File: src/pmi_defs.svh
// constants for the nibble interface: register map, fields, codes and timing
`ifndef PMI_DEFS_SVH
`define PMI_DEFS_SVH

// register byte offsets on the apb bus
`define PMI_REG_CTRL        12'h000
`define PMI_REG_STATUS      12'h004
`define PMI_REG_TXERR_CNT   12'h008

// control register fields
`define PMI_CTRL_SPEED_BIT  0
`define PMI_CTRL_TEST_BIT   1
`define PMI_CTRL_RESET      2'h0

// status register fields
`define PMI_STAT_LINK_BIT   0
`define PMI_STAT_VALID_BIT  1
`define PMI_STAT_TXACT_BIT  2
`define PMI_STAT_TRI_BIT    3
`define PMI_STAT_SPEED_BIT  4

// substituted code groups for errored transmit nibbles
`define PMI_HALT_CODE       5'h04
`define PMI_ALT_INVALID     5'h01

// timing: system clock and the two link clock rates, in khz
`define PMI_MCLK_KHZ        100000
`define PMI_F10_KHZ         2500
`define PMI_F100_KHZ        25000
`define PMI_HALF_10         (`PMI_MCLK_KHZ / (2 * `PMI_F10_KHZ))
`define PMI_HALF_100        (`PMI_MCLK_KHZ / (2 * `PMI_F100_KHZ))
`define PMI_DIV_W           5

`endif

File: src/pmi_pkg.sv
// types shared by the nibble interface design
package pmi_pkg;

  // medium side receive signals after synchronising
  typedef struct packed {
    logic       link_up;
    logic       active;
    logic       sig_err;
    logic       code_err;
    logic       false_carrier;
    logic [3:0] nibble;
  } pmi_med_rx_type;

  // mac side transmit signals after synchronising
  typedef struct packed {
    logic       enable;
    logic       error;
    logic [3:0] nibble;
  } pmi_mac_tx_type;

  // receive framing states
  typedef enum logic [1:0] {
    PMI_RX_IDLE  = 2'b00,
    PMI_RX_RECV  = 2'b01,
    PMI_RX_ABORT = 2'b10
  } pmi_rx_state_type;

endpackage

File: src/pmi_nibble_if.sv
// media independent nibble interface, device end, with apb control registers
`timescale 1ns/10ps
`include "pmi_defs.svh"

module pmi_nibble_if (
  // system
  input  wire logic        mclk_in,
  input  wire logic        rst_in,
  // apb slave
  input  wire logic        psel_in,
  input  wire logic        penable_in,
  input  wire logic        pwrite_in,
  input  wire logic [11:0] paddr_in,
  input  wire logic [31:0] pwdata_in,
  output logic             pready_out,
  output logic             pslverr_out,
  output logic [31:0]      prdata_out,
  // medium receive side, asynchronous
  input  wire logic        med_link_up_in,
  input  wire logic        med_rx_active_in,
  input  wire logic        med_rx_sig_err_in,
  input  wire logic        med_rx_code_err_in,
  input  wire logic        med_false_carrier_in,
  input  wire logic [3:0]  med_rx_nibble_in,
  // medium transmit side
  output logic [4:0]       med_tx_symbol_out,
  output logic             med_tx_valid_out,
  output logic             med_tx_strobe_out,
  // mac receive pins
  input  wire logic        rx_tristate_request_in,
  output logic             rx_nibble_clock_out,
  output logic [3:0]       rx_nibble_out,
  output logic             rx_valid_flag_out,
  output logic             rx_error_flag_out,
  output logic             rx_drive_en_out,
  // mac transmit pins
  output logic             tx_nibble_clock_out,
  input  wire logic        tx_enable_line_in,
  input  wire logic        tx_error_line_in,
  input  wire logic [3:0]  tx_nibble_in
);

  ////////////////////////////////////////////////////////////////////////////
  // synchronisers
  pmi_pkg::pmi_med_rx_type med_s1;   // first stage, read by second only
  pmi_pkg::pmi_med_rx_type med_s;    // usable medium inputs
  pmi_pkg::pmi_mac_tx_type tx_s1;    // first stage, read by second only
  pmi_pkg::pmi_mac_tx_type tx_s;     // usable mac transmit inputs
  logic                    tri_s1;   // tristate request, first stage
  logic                    tri_s;    // tristate request, usable
  logic                    link_d;   // delayed copies for edge detection
  logic                    active_d;

  // two flops on every asynchronous input
  always_ff @(posedge mclk_in) begin
    if (rst_in) begin
      med_s1 <= '0;
      med_s  <= '0;
      tx_s1  <= '0;
      tx_s   <= '0;
      tri_s1 <= 1'b0;
      tri_s  <= 1'b0;
    end else begin
      med_s1 <= '{med_link_up_in, med_rx_active_in, med_rx_sig_err_in,
                  med_rx_code_err_in, med_false_carrier_in, med_rx_nibble_in};
      med_s  <= med_s1;
      tx_s1  <= '{tx_enable_line_in, tx_error_line_in, tx_nibble_in};
      tx_s   <= tx_s1;
      tri_s1 <= rx_tristate_request_in;
      tri_s  <= tri_s1;
    end
  end

  // edge history of the synchronised levels
  always_ff @(posedge mclk_in) begin
    if (rst_in) begin
      link_d   <= 1'b0;
      active_d <= 1'b0;
    end else begin
      link_d   <= med_s.link_up;
      active_d <= med_s.active;
    end
  end

  ////////////////////////////////////////////////////////////////////////////
  // control registers over apb
  logic [1:0]  ctrl;        // speed and test bit
  logic [15:0] txerr_cnt;   // errored nibbles sent
  logic        speed_100;   // 100 Mb/s mode
  logic        test_code;   // alternative invalid code
  logic        wr_acc;      // write access phase
  logic        rd_hit;      // read address decoded
  logic [31:0] rd_word;     // selected read data

  assign speed_100   = ctrl[`PMI_CTRL_SPEED_BIT];
  assign test_code   = ctrl[`PMI_CTRL_TEST_BIT];
  assign wr_acc      = psel_in & penable_in & pwrite_in;
  // zero wait state slave
  assign pready_out  = 1'b1;
  assign pslverr_out = psel_in & penable_in & ~rd_hit;

  // address decode, also flags unmapped offsets
  always_comb begin
    rd_hit  = 1'b1;
    rd_word = 32'h0000_0000;
    if (paddr_in == `PMI_REG_CTRL) begin
      rd_word = {30'h0000_0000, ctrl};
    end else if (paddr_in == `PMI_REG_STATUS) begin
      rd_word[`PMI_STAT_LINK_BIT]  = med_s.link_up;
      rd_word[`PMI_STAT_VALID_BIT] = rx_valid_flag_out;
      rd_word[`PMI_STAT_TXACT_BIT] = med_tx_valid_out;
      rd_word[`PMI_STAT_TRI_BIT]   = tri_s;
      rd_word[`PMI_STAT_SPEED_BIT] = speed_100;
    end else if (paddr_in == `PMI_REG_TXERR_CNT) begin
      rd_word = {16'h0000, txerr_cnt};
    end else begin
      rd_hit  = 1'b0;
    end
  end

  // control write; only the ctrl word is writable
  always_ff @(posedge mclk_in) begin
    if (rst_in) begin
      ctrl <= `PMI_CTRL_RESET;
    end else if (wr_acc && paddr_in == `PMI_REG_CTRL) begin
      ctrl <= pwdata_in[1:0];
    end
  end

  // read data registered at setup so it stands through the access phase
  always_ff @(posedge mclk_in) begin
    if (rst_in) begin
      prdata_out <= 32'h0000_0000;
    end else if (psel_in && !penable_in && !pwrite_in) begin
      prdata_out <= rd_word;
    end
  end

  ////////////////////////////////////////////////////////////////////////////
  // link clock generation
  logic rx_realign;   // restart receive clock phase
  logic rx_rise;      // receive clock rising this cycle
  logic rx_fall;      // receive clock falling this cycle
  logic tx_rise;      // transmit clock rising this cycle

  // per packet at 10M, only at link bring-up at 100M
  assign rx_realign = speed_100 ? (med_s.link_up & ~link_d)
                                : (med_s.active & ~active_d);

  // receive clock divider
  pmi_clkgen u_rx_clk (
    .mclk_in      (mclk_in),
    .rst_in       (rst_in),
    .speed_100_in (speed_100),
    .realign_in   (rx_realign),
    .clk_out      (rx_nibble_clock_out),
    .rise_en_out  (rx_rise),
    .fall_en_out  (rx_fall)
  );

  // transmit clock divider never realigns
  pmi_clkgen u_tx_clk (
    .mclk_in      (mclk_in),
    .rst_in       (rst_in),
    .speed_100_in (speed_100),
    .realign_in   (1'b0),
    .clk_out      (tx_nibble_clock_out),
    .rise_en_out  (tx_rise),
    .fall_en_out  ()
  );

  ////////////////////////////////////////////////////////////////////////////
  // receive path
  pmi_pkg::pmi_rx_state_type rx_state;       // framing state
  pmi_pkg::pmi_rx_state_type next_rx_state;
  logic                      rx_err_q;       // error before the tristate gate

  // framing; updates on the falling edge so the mac's rising edge sees
  // settled data with half a period of setup and hold
  always_comb begin
    next_rx_state = rx_state;
    case (rx_state)
      pmi_pkg::PMI_RX_IDLE: begin
        if (med_s.active && !med_s.sig_err) begin
          next_rx_state = pmi_pkg::PMI_RX_RECV;
        end
      end
      pmi_pkg::PMI_RX_RECV: begin
        if (!med_s.active) begin
          next_rx_state = pmi_pkg::PMI_RX_IDLE;
        end else if (med_s.sig_err) begin
          next_rx_state = pmi_pkg::PMI_RX_ABORT;
        end
      end
      pmi_pkg::PMI_RX_ABORT: begin
        // hold valid low until the stream ends
        if (!med_s.active) begin
          next_rx_state = pmi_pkg::PMI_RX_IDLE;
        end
      end
      default: begin
        next_rx_state = pmi_pkg::PMI_RX_IDLE;
      end
    endcase
  end

  // state and data only move on receive clock edges
  always_ff @(posedge mclk_in) begin
    if (rst_in) begin
      rx_state          <= pmi_pkg::PMI_RX_IDLE;
      rx_valid_flag_out <= 1'b0;
      rx_nibble_out     <= 4'h0;
    end else if (rx_fall) begin
      rx_state          <= next_rx_state;
      rx_valid_flag_out <= (next_rx_state == pmi_pkg::PMI_RX_RECV);
      rx_nibble_out     <= med_s.nibble;
    end
  end

  // error flag, 100M only: frame errors or false carrier
  always_ff @(posedge mclk_in) begin
    if (rst_in) begin
      rx_err_q <= 1'b0;
    end else if (rx_fall) begin
      rx_err_q <= speed_100 &
                  ((med_s.active & (med_s.code_err | med_s.sig_err)) |
                   (med_s.false_carrier & ~med_s.active));
    end
  end

  // a tristated mac releases the bus and sees no error
  assign rx_error_flag_out = rx_err_q & ~tri_s;
  assign rx_drive_en_out   = ~tri_s;

  ////////////////////////////////////////////////////////////////////////////
  // transmit path
  // 4b/5b data code groups
  function automatic logic [4:0] enc_4b5b(input logic [3:0] nib);
    logic [4:0] code;
    code = 5'h1e;
    case (nib)
      4'h0: code = 5'h1e;
      4'h1: code = 5'h09;
      4'h2: code = 5'h14;
      4'h3: code = 5'h15;
      4'h4: code = 5'h0a;
      4'h5: code = 5'h0b;
      4'h6: code = 5'h0e;
      4'h7: code = 5'h0f;
      4'h8: code = 5'h12;
      4'h9: code = 5'h13;
      4'ha: code = 5'h16;
      4'hb: code = 5'h17;
      4'hc: code = 5'h1a;
      4'hd: code = 5'h1b;
      4'he: code = 5'h1c;
      default: code = 5'h1d;
    endcase
    return code;
  endfunction

  logic [4:0] next_symbol;   // symbol for the sampled nibble

  // error substitution only in 100M; at 10M the nibble passes raw
  always_comb begin
    if (!speed_100) begin
      next_symbol = {1'b0, tx_s.nibble};
    end else if (tx_s.error && test_code) begin
      next_symbol = `PMI_ALT_INVALID;
    end else if (tx_s.error) begin
      next_symbol = `PMI_HALT_CODE;
    end else begin
      next_symbol = enc_4b5b(tx_s.nibble);
    end
  end

  // sample on the transmit clock rising edge, stop when enable drops
  always_ff @(posedge mclk_in) begin
    if (rst_in) begin
      med_tx_symbol_out <= 5'h00;
      med_tx_valid_out  <= 1'b0;
      med_tx_strobe_out <= 1'b0;
    end else begin
      med_tx_strobe_out <= tx_rise & tx_s.enable;
      if (tx_rise) begin
        med_tx_valid_out  <= tx_s.enable;
        med_tx_symbol_out <= tx_s.enable ? next_symbol : 5'h00;
      end
    end
  end

  // count of nibbles replaced by an invalid symbol
  always_ff @(posedge mclk_in) begin
    if (rst_in) begin
      txerr_cnt <= 16'h0000;
    end else if (tx_rise && tx_s.enable && tx_s.error && speed_100) begin
      txerr_cnt <= txerr_cnt + 16'h0001;
    end
  end
endmodule

File: src/pmi_clkgen.sv
// divider that makes one link clock and its edge enables from the system clock
`timescale 1ns/10ps
`include "pmi_defs.svh"

module pmi_clkgen (
  // system
  input  wire logic mclk_in,
  input  wire logic rst_in,
  // control
  input  wire logic speed_100_in,
  input  wire logic realign_in,
  // link clock and enables
  output logic      clk_out,
  output logic      rise_en_out,
  output logic      fall_en_out
);

  logic [`PMI_DIV_W-1:0] cnt;   // cycles into the current half period
  logic [`PMI_DIV_W-1:0] last;  // final count of a half period
  logic                  wrap;  // half period ends this cycle

  // half period length follows the selected rate
  assign last = speed_100_in ? `PMI_DIV_W'(`PMI_HALF_100 - 1)
                             : `PMI_DIV_W'(`PMI_HALF_10 - 1);
  // >= so that a switch to the fast rate mid-period cannot stall the count
  assign wrap = (cnt >= last);

  // edge enables line up with the cycle the clock output toggles
  assign rise_en_out = wrap & ~clk_out & ~realign_in;
  assign fall_en_out = wrap & clk_out & ~realign_in;

  // divider; realign restarts a fresh low phase
  always_ff @(posedge mclk_in) begin
    if (rst_in || realign_in) begin
      cnt     <= '0;
      clk_out <= 1'b0;
    end else if (wrap) begin
      cnt     <= '0;
      clk_out <= ~clk_out;
    end else begin
      cnt     <= cnt + `PMI_DIV_W'(1);
    end
  end

endmodule

File: config.mk
export PLATFORM = sky130hd
export DESIGN_NAME = pmi_nibble_if
export DESIGN_NICKNAME = d
export VERILOG_FILES = /design/src/pmi_pkg.sv /design/src/pmi_nibble_if.sv /design/src/pmi_clkgen.sv
export VERILOG_INCLUDE_DIRS = /design/src /design/src/src
export SDC_FILE = /design/constraint.sdc
export NUM_CORES = 1
export LEC_CHECK = 0
export BUFFER_PORTS_ARGS = -buffer_cell sky130_fd_sc_hd__clkbuf_2
export CORE_MARGIN = 2
export CORE_UTILIZATION = 36
export CTS_CLUSTER_SIZE = 14
export DETAILED_ROUTE_END_ITERATION = 16
export PLACE_DENSITY = 0.67
export SYNTH_ARGS = -nofsm -noshare
export SYNTH_HDL_FRONTEND = slang
export SYNTH_SLANG_ARGS = --single-unit
File: constraint.sdc
create_clock -name mclk_in -period 3.5 [get_ports mclk_in]
set_input_delay 0.525 -clock mclk_in [delete_from_list [all_inputs] [get_ports mclk_in]]
set_output_delay 0.525 -clock mclk_in [all_outputs]
set_load 0.01 [all_outputs]
# Word level (Yosys, flattened, before mapping)

Memory sizes are Yosys's and may differ from the RTL's. A register that Yosys moved wholly into a read port is not among the register bits.
Index checks and enable logic that the tools add are counted.

Muxes and demuxes: 19
Add/sub/neg operators: 3
Bitwise gates (word level): 23
Equal/unequal tests: 5
$lt $le $gt $ge: 2
Reductions and logical operators: 16

Operators by type and width:

| cell                                                 | count |
|---|---|
| two-way mux 32 bit                                   | 1 |
| two-way mux 5 bit                                    | 6 |
| two-way mux 27 bit                                   | 1 |
| adder 16 x 1 -> 16 bit, second input constant        | 1 |
| two-way mux 16 bit                                   | 1 |
| AND 1 bit                                            | 13 |
| equality test 12 x 3 -> 1 bit, second input constant | 1 |
| equality test 12 x 4 -> 1 bit, second input constant | 1 |
| logical NOT 12 bit                                   | 1 |
| adder 5 x 1 -> 5 bit, second input constant          | 2 |
| >= comparator 5 bit                                  | 2 |
| logical AND 1 bit                                    | 8 |
| two-way mux 2 bit                                    | 4 |
| NOT 1 bit                                            | 8 |
| case mux 2 bit (3 select lines)                      | 1 |
| equality test 2 x 1 -> 1 bit, second input constant  | 2 |
| two-way mux 1 bit                                    | 4 |
| two-way mux 4 bit                                    | 1 |
| OR reduction 2 bit                                   | 2 |
| logical NOT 1 bit                                    | 3 |
| equality test 2 bit, second input constant           | 1 |
| logical NOT 2 bit                                    | 1 |
| bitwise OR 1 bit                                     | 2 |
| logical OR 1 bit                                     | 1 |

Output and inout port bits: 50
Word-level logic and storage cells: 105
Memories: 1
Bits of input ports: 65
Register bits after elaboration: 111
ROM bits: 80

Memories:

| memory           | depth | bits a word | read ports | clocked after memory_dff | wr ports | RTL line             | source |
|---|---|---|---|---|---|---|---|
| (name not given) | 16    | 5           | 1          | 1                        | 0        | pmi_nibble_if.sv:241 | `case (nib)` |

# Logic depth before layout (Yosys ltp)

Depth in word-level cells: 6
Mapped depth: 7
Gate-level depth less buffers: 5

# Cells and area by module

A second synthesis with hierarchy kept.

Cell total of the unflattened synthesis: 417
Area total of the unflattened synthesis: 3982.6 um^2

Modules (own cells, without submodules):

| module        | cells each | area an instance (um^2) | times used |
|---|---|---|---|
| pmi_nibble_if | 359        | 3384.5                  | 1 |
| pmi_clkgen    | 29         | 299.0                   | 2 |

# Worst setup path after synthesis

No wires, ideal clock.

Kind: reg2reg
Start point: register ctrl[0]
End point: register rx_state[0]
Path slack: 1.390 ns
Data required time: 3.429 ns
Path buffers: 0
Data arrival time: 2.040 ns
Cell stages (with the launch flop): 6
Period minus slack after synthesis: 2.110 ns
Setup time: 0.071 ns
Cells stage by stage: dfxtp_1 > ha_1 > o31ai_1 > a2111oi_4 > or4b_1 > a21oi_1

Cells in the longest elaborated chain, start to end: 4
Elaborated cells on any way between the ends: 6

RTL lines:

| item                   | RTL line             | source |
|---|---|---|
| from (decl)            | pmi_nibble_if.sv:87  | `logic [1:0] ctrl;` |
| from (signal assigned) | pmi_nibble_if.sv:124 | `` ctrl <= `PMI_CTRL_RESET; `` |
| from (signal assigned) | pmi_nibble_if.sv:126 | `ctrl <= pwdata_in[1:0];` |
| two-way mux 5 bit      | pmi_clkgen.sv:23     | `` assign last = speed_100_in ? `PMI_DIV_W'(`PMI_HALF_100 - 1) `` |
| >= comparator 5 bit    | pmi_clkgen.sv:26     | `assign wrap = (cnt >= last);` |
| AND 1 bit              | pmi_clkgen.sv:30     | `assign fall_en_out = wrap & clk_out & ~realign_in;` |
| AND 1 bit *            | pmi_clkgen.sv:30     |  |
| to (signal assigned)   | pmi_nibble_if.sv:210 | `rx_state <= pmi_pkg::PMI_RX_IDLE;` |
| to (signal assigned)   | pmi_nibble_if.sv:214 | `rx_state <= next_rx_state;` |
| to (decl)              | pmi_nibble_if.sv:174 | `pmi_pkg::pmi_rx_state_type rx_state;` |

Mark *: on every way between the ends. The rest lies on a longest branch, timed or not.
A chain may end at the register's enable or synchronous reset.

# Final worst setup path

Start point: input port paddr_in[9]
End point: output port pslverr_out

Cells in the longest elaborated chain, start to end: 6
Elaborated cells on any way between the ends: 8

RTL lines:

| item                                           | RTL line             | source |
|---|---|---|
| from (decl)                                    | pmi_nibble_if.sv:13  | `input wire logic [11:0] paddr_in,` |
| equality test 12 x 4 -> 1 bit (no source line) | n/a                  |  |
| two-way mux 1 bit                              | pmi_nibble_if.sv:114 | `` end else if (paddr_in == `PMI_REG_TXERR_CNT) begin `` |
| two-way mux 1 bit                              | pmi_nibble_if.sv:108 | `` end else if (paddr_in == `PMI_REG_STATUS) begin `` |
| two-way mux 1 bit *                            | pmi_nibble_if.sv:106 | `` if (paddr_in == `PMI_REG_CTRL) begin `` |
| NOT 1 bit *                                    | pmi_nibble_if.sv:100 | `assign pslverr_out = psel_in & penable_in & ~rd_hit;` |
| AND 1 bit *                                    | pmi_nibble_if.sv:100 |  |
| to (decl)                                      | pmi_nibble_if.sv:16  | `output logic pslverr_out,` |

Marked as above.

==> impl_metrics.yaml <==
status:
  outcome: "finished clean"
synthesis:
  netlist_area_mm2: 0.003968
  ys_warn_count: 0
  synth_top_cell_by_area: "dfxtp_1"
  ys_seq_area_share_pct: 50.46
  synthMuxAreaShare_pct: 2.554
  synth_xor_area_share_pct: 1.545
  synth_seq_cells: 100
  synthSimpleGateAreaFrac_pct: 21.70
  yosysTopAreaCellShare_pct: 50.46
  synth.distinct_cells: 47
  syn-instance-count: 405
  synth_compound_area_share_pct: 15.20
  synthAdderAreaFrac_pct: 2.208
  synth_top_family_by_area: "simple AND/OR/NAND/NOR gates"
  synth-main-ff-cell: "dfxtp_1"
  synthTopCellsByArea: "dfxtp_1 (50%), nor2b_1 (5.7%), a22o_1 (3.8%)"
  synth_edf_count: 0
  post_synth.cell_area_avg_um2: 9.796
  synthArstFlopShare_pct: 0
floorplanning:
  die_y_um: 109.0
  dieArea_mm2: 0.01188
  initial_utilization_pct: 36.76
  ios: 115
  rows: 38
  core-area_mm2: 0.01079
  die-width_um: 109.0
power:
  power_density_mw_per_mm2: 431.5
  vdd_drop_max_mv: 0.2355
  p_leak_nw: 1.837
final_layout:
  syn_to_final_growth_pct: 15.23
  final_nets: 540
  diodes: 0
  drive_above_1_share_pct: 20.30
  final_cell_mix: "dfxtp_1 (100), clkbuf_2 (67), nor2b_1 (36)"
  layout_commonest_cell: "dfxtp_1"
setup_path:
  setup.worst_path.class: "in2out"
  crit_path_end_kind: "primary output"
  cp_slowest_stage_delay_ps: 550
  crit_chain: "clkbuf_2, or4_1, nor2_1, a21oi_1, clkbuf_2"
  worst_path_max_delay_cell: "or4_1"
  critPathLaunchType: "primary input"
  crit_top_cell: "clkbuf_2"
  cp.arrival_ps: 1820
  required_ps: 2970
  crit_path_max_fanout: 8
clocking:
  postCtsSetupBuffers: 0
  cts-htree-levels: 3
  clock-sinks: 100
  cts.path.max_buffers: 2
  clockRootBuffer: "clkbuf_8"
  cts_made_buffers: 9
  path_clk_slew_ps: 100
  cts_resized: 0
  insertion_delay_ps: 360
  cts-hold-fix-buffers: 0
  cts_tree: "yes"
global_routing:
  grt_pass1_wl_mm: 12.70
  overflow: 0
  grt_usage_pct: 13.57
  grt_pass1_vias: 2729
  antenna_found_initial: 0
  grt_max_degree: 71
sta:
  worst_pin_slew_ps: 1039
  hold-worst-slack_ps: 366.1
  finalHoldViolations: 0
  setup_violations: 0
  fin_crit_sh_pct: 66.91
  grt_setup_unrepaired: "false"
  fmax_mhz: 427.0
  max_slew_margin_pct: 30.46
  maxSlewViolCount: 0
  layout_min_cycle_time_ps: 2342
  setup_tns_ps: 0
  finalClockSkew_ps: 12.63
job:
  cap_violations: 0
worst_hold_path:
  hp-class: "in2reg"
drt:
  wl_per_cell_um: 12.37
  antenna_left: 0
  drtPass1Iterations: 4
  vias: 3038
  drt-initial-drc-count: 141
  drc_errors: 0
  viasPerCell: 4.956
  wirelength_mm: 7.581
placed_design:
  place.port_buffers: 67
  place.detailed.hpwl_mm: 5.456
  routabilityCongestion: 0.7848
[path summary, 6_finish.rpt]
| kind | from | to | slack (ps) | depth (start not counted) |
|---|---|---|---|---|
| setup / recovery | paddr_in[9] | pslverr_out | 1160 | 5 |
| hold / removal | rx_tristate_request_in | tri_s1 | 370 | 2 |
| setup reg to reg | ctrl[0] | rx_state[0] | 1250 | 6 |
| hold reg to reg | med_s1[1] | med_s[1] | 440 | 1 |
[cell usage after synthesis (2+ instances only)]
cell and count:
xor2_1 4, nand2b_1 4, nor3b_1 2, xnor2_1 3
a32o_1 4, o21bai_1 2, ha_1 7, nor2_1 23
nand2_1 16, nand3b_1 2, o31ai_1 16, or3_1 4
conb_1 2, buf_4 17, nor4_1 3, o2111ai_1 2
and3_1 8, nor2b_1 36, a21oi_1 27, clkbuf_1 16
inv_1 11, and4_1 3, nand4_1 6, and2_1 4
mux2i_1 9, dfxtp_1 100, nand3_1 15, o21ai_0 8
a22o_1 17, buf_2 3, or4_1 15
[stage by stage]
stage               instances  instance area (µm²)  worst slack (ps)  utilization (%)  power [W]
global placement          597                 4380              1163            40.59   0.001293
finish                    613                 4572              1158            42.36   0.001973
global route              613                 4572              1067            42.36   0.002065
detailed placement        597                 4380              1170            40.59   0.001297
CTS                       613                 4572              1165            42.36   0.002005
floorplan                 420                 4024              1390                -   0.001275
[cells by family after synthesis]
logic type	Yosys count
flip-flops	100
other	2
multiplexers	10
AND/OR/NAND/NOR	148
AO/OA/AOI/OAI	84
adder cells (fa/ha/maj)	7
XOR/XNOR	7
buffers and inverters	47
[layout make-up]
cell class / count / area, µm²
Fill cell: 1053 / 6221
Tap cell: 140 / 175.2
Sequential cell: 100 / 2002
Timing Repair Buffer: 73 / 380.4
Clock buffer: 10 / 137.6
Multi-Input combinational cell: 273 / 1782
Clock inverter: 6 / 53.80
Inverter: 11 / 41.29
[per-layer routing]
layer  up-vias  share of wire, %  GRT usage [%]
li1       1548                 -              -
met1      1397                47          17.42
met2        89                48          21.74
met3         4               4.9          4.005
met4         0              0.55          4.579
met5         -                 0              0
[critical path, delay by kind of cell]
family / cells / cell delay, ps
AND/OR/NAND/NOR: 2 / 950
AO/OA/AOI/OAI: 1 / 120
buffers and inverters: 2 / 220
[registers in the layout (all words and copies together) (netlist names), 2 cells and up, named ones only]
name	cells
tx_s	6
med_tx_symbol_out	5
rx_state	2
tx_s1	6
med_s	9
med_s1	9
u_tx_clk.cnt	5
txerr_cnt	16
rx_nibble_out	4
prdata_out	16
u_rx_clk.cnt	5
ctrl	2
[where the power goes]
part	internal [W]	switching [W]	total, W	leakage, nW
Combinational	0.0000391	0.0000515	0.0000906	0.934
Clock	0.000290	0.000413	0.000704	0.0890
Sequential	0.00116	0.0000143	0.00118	0.815
Power figures use the tool's default switching activity.
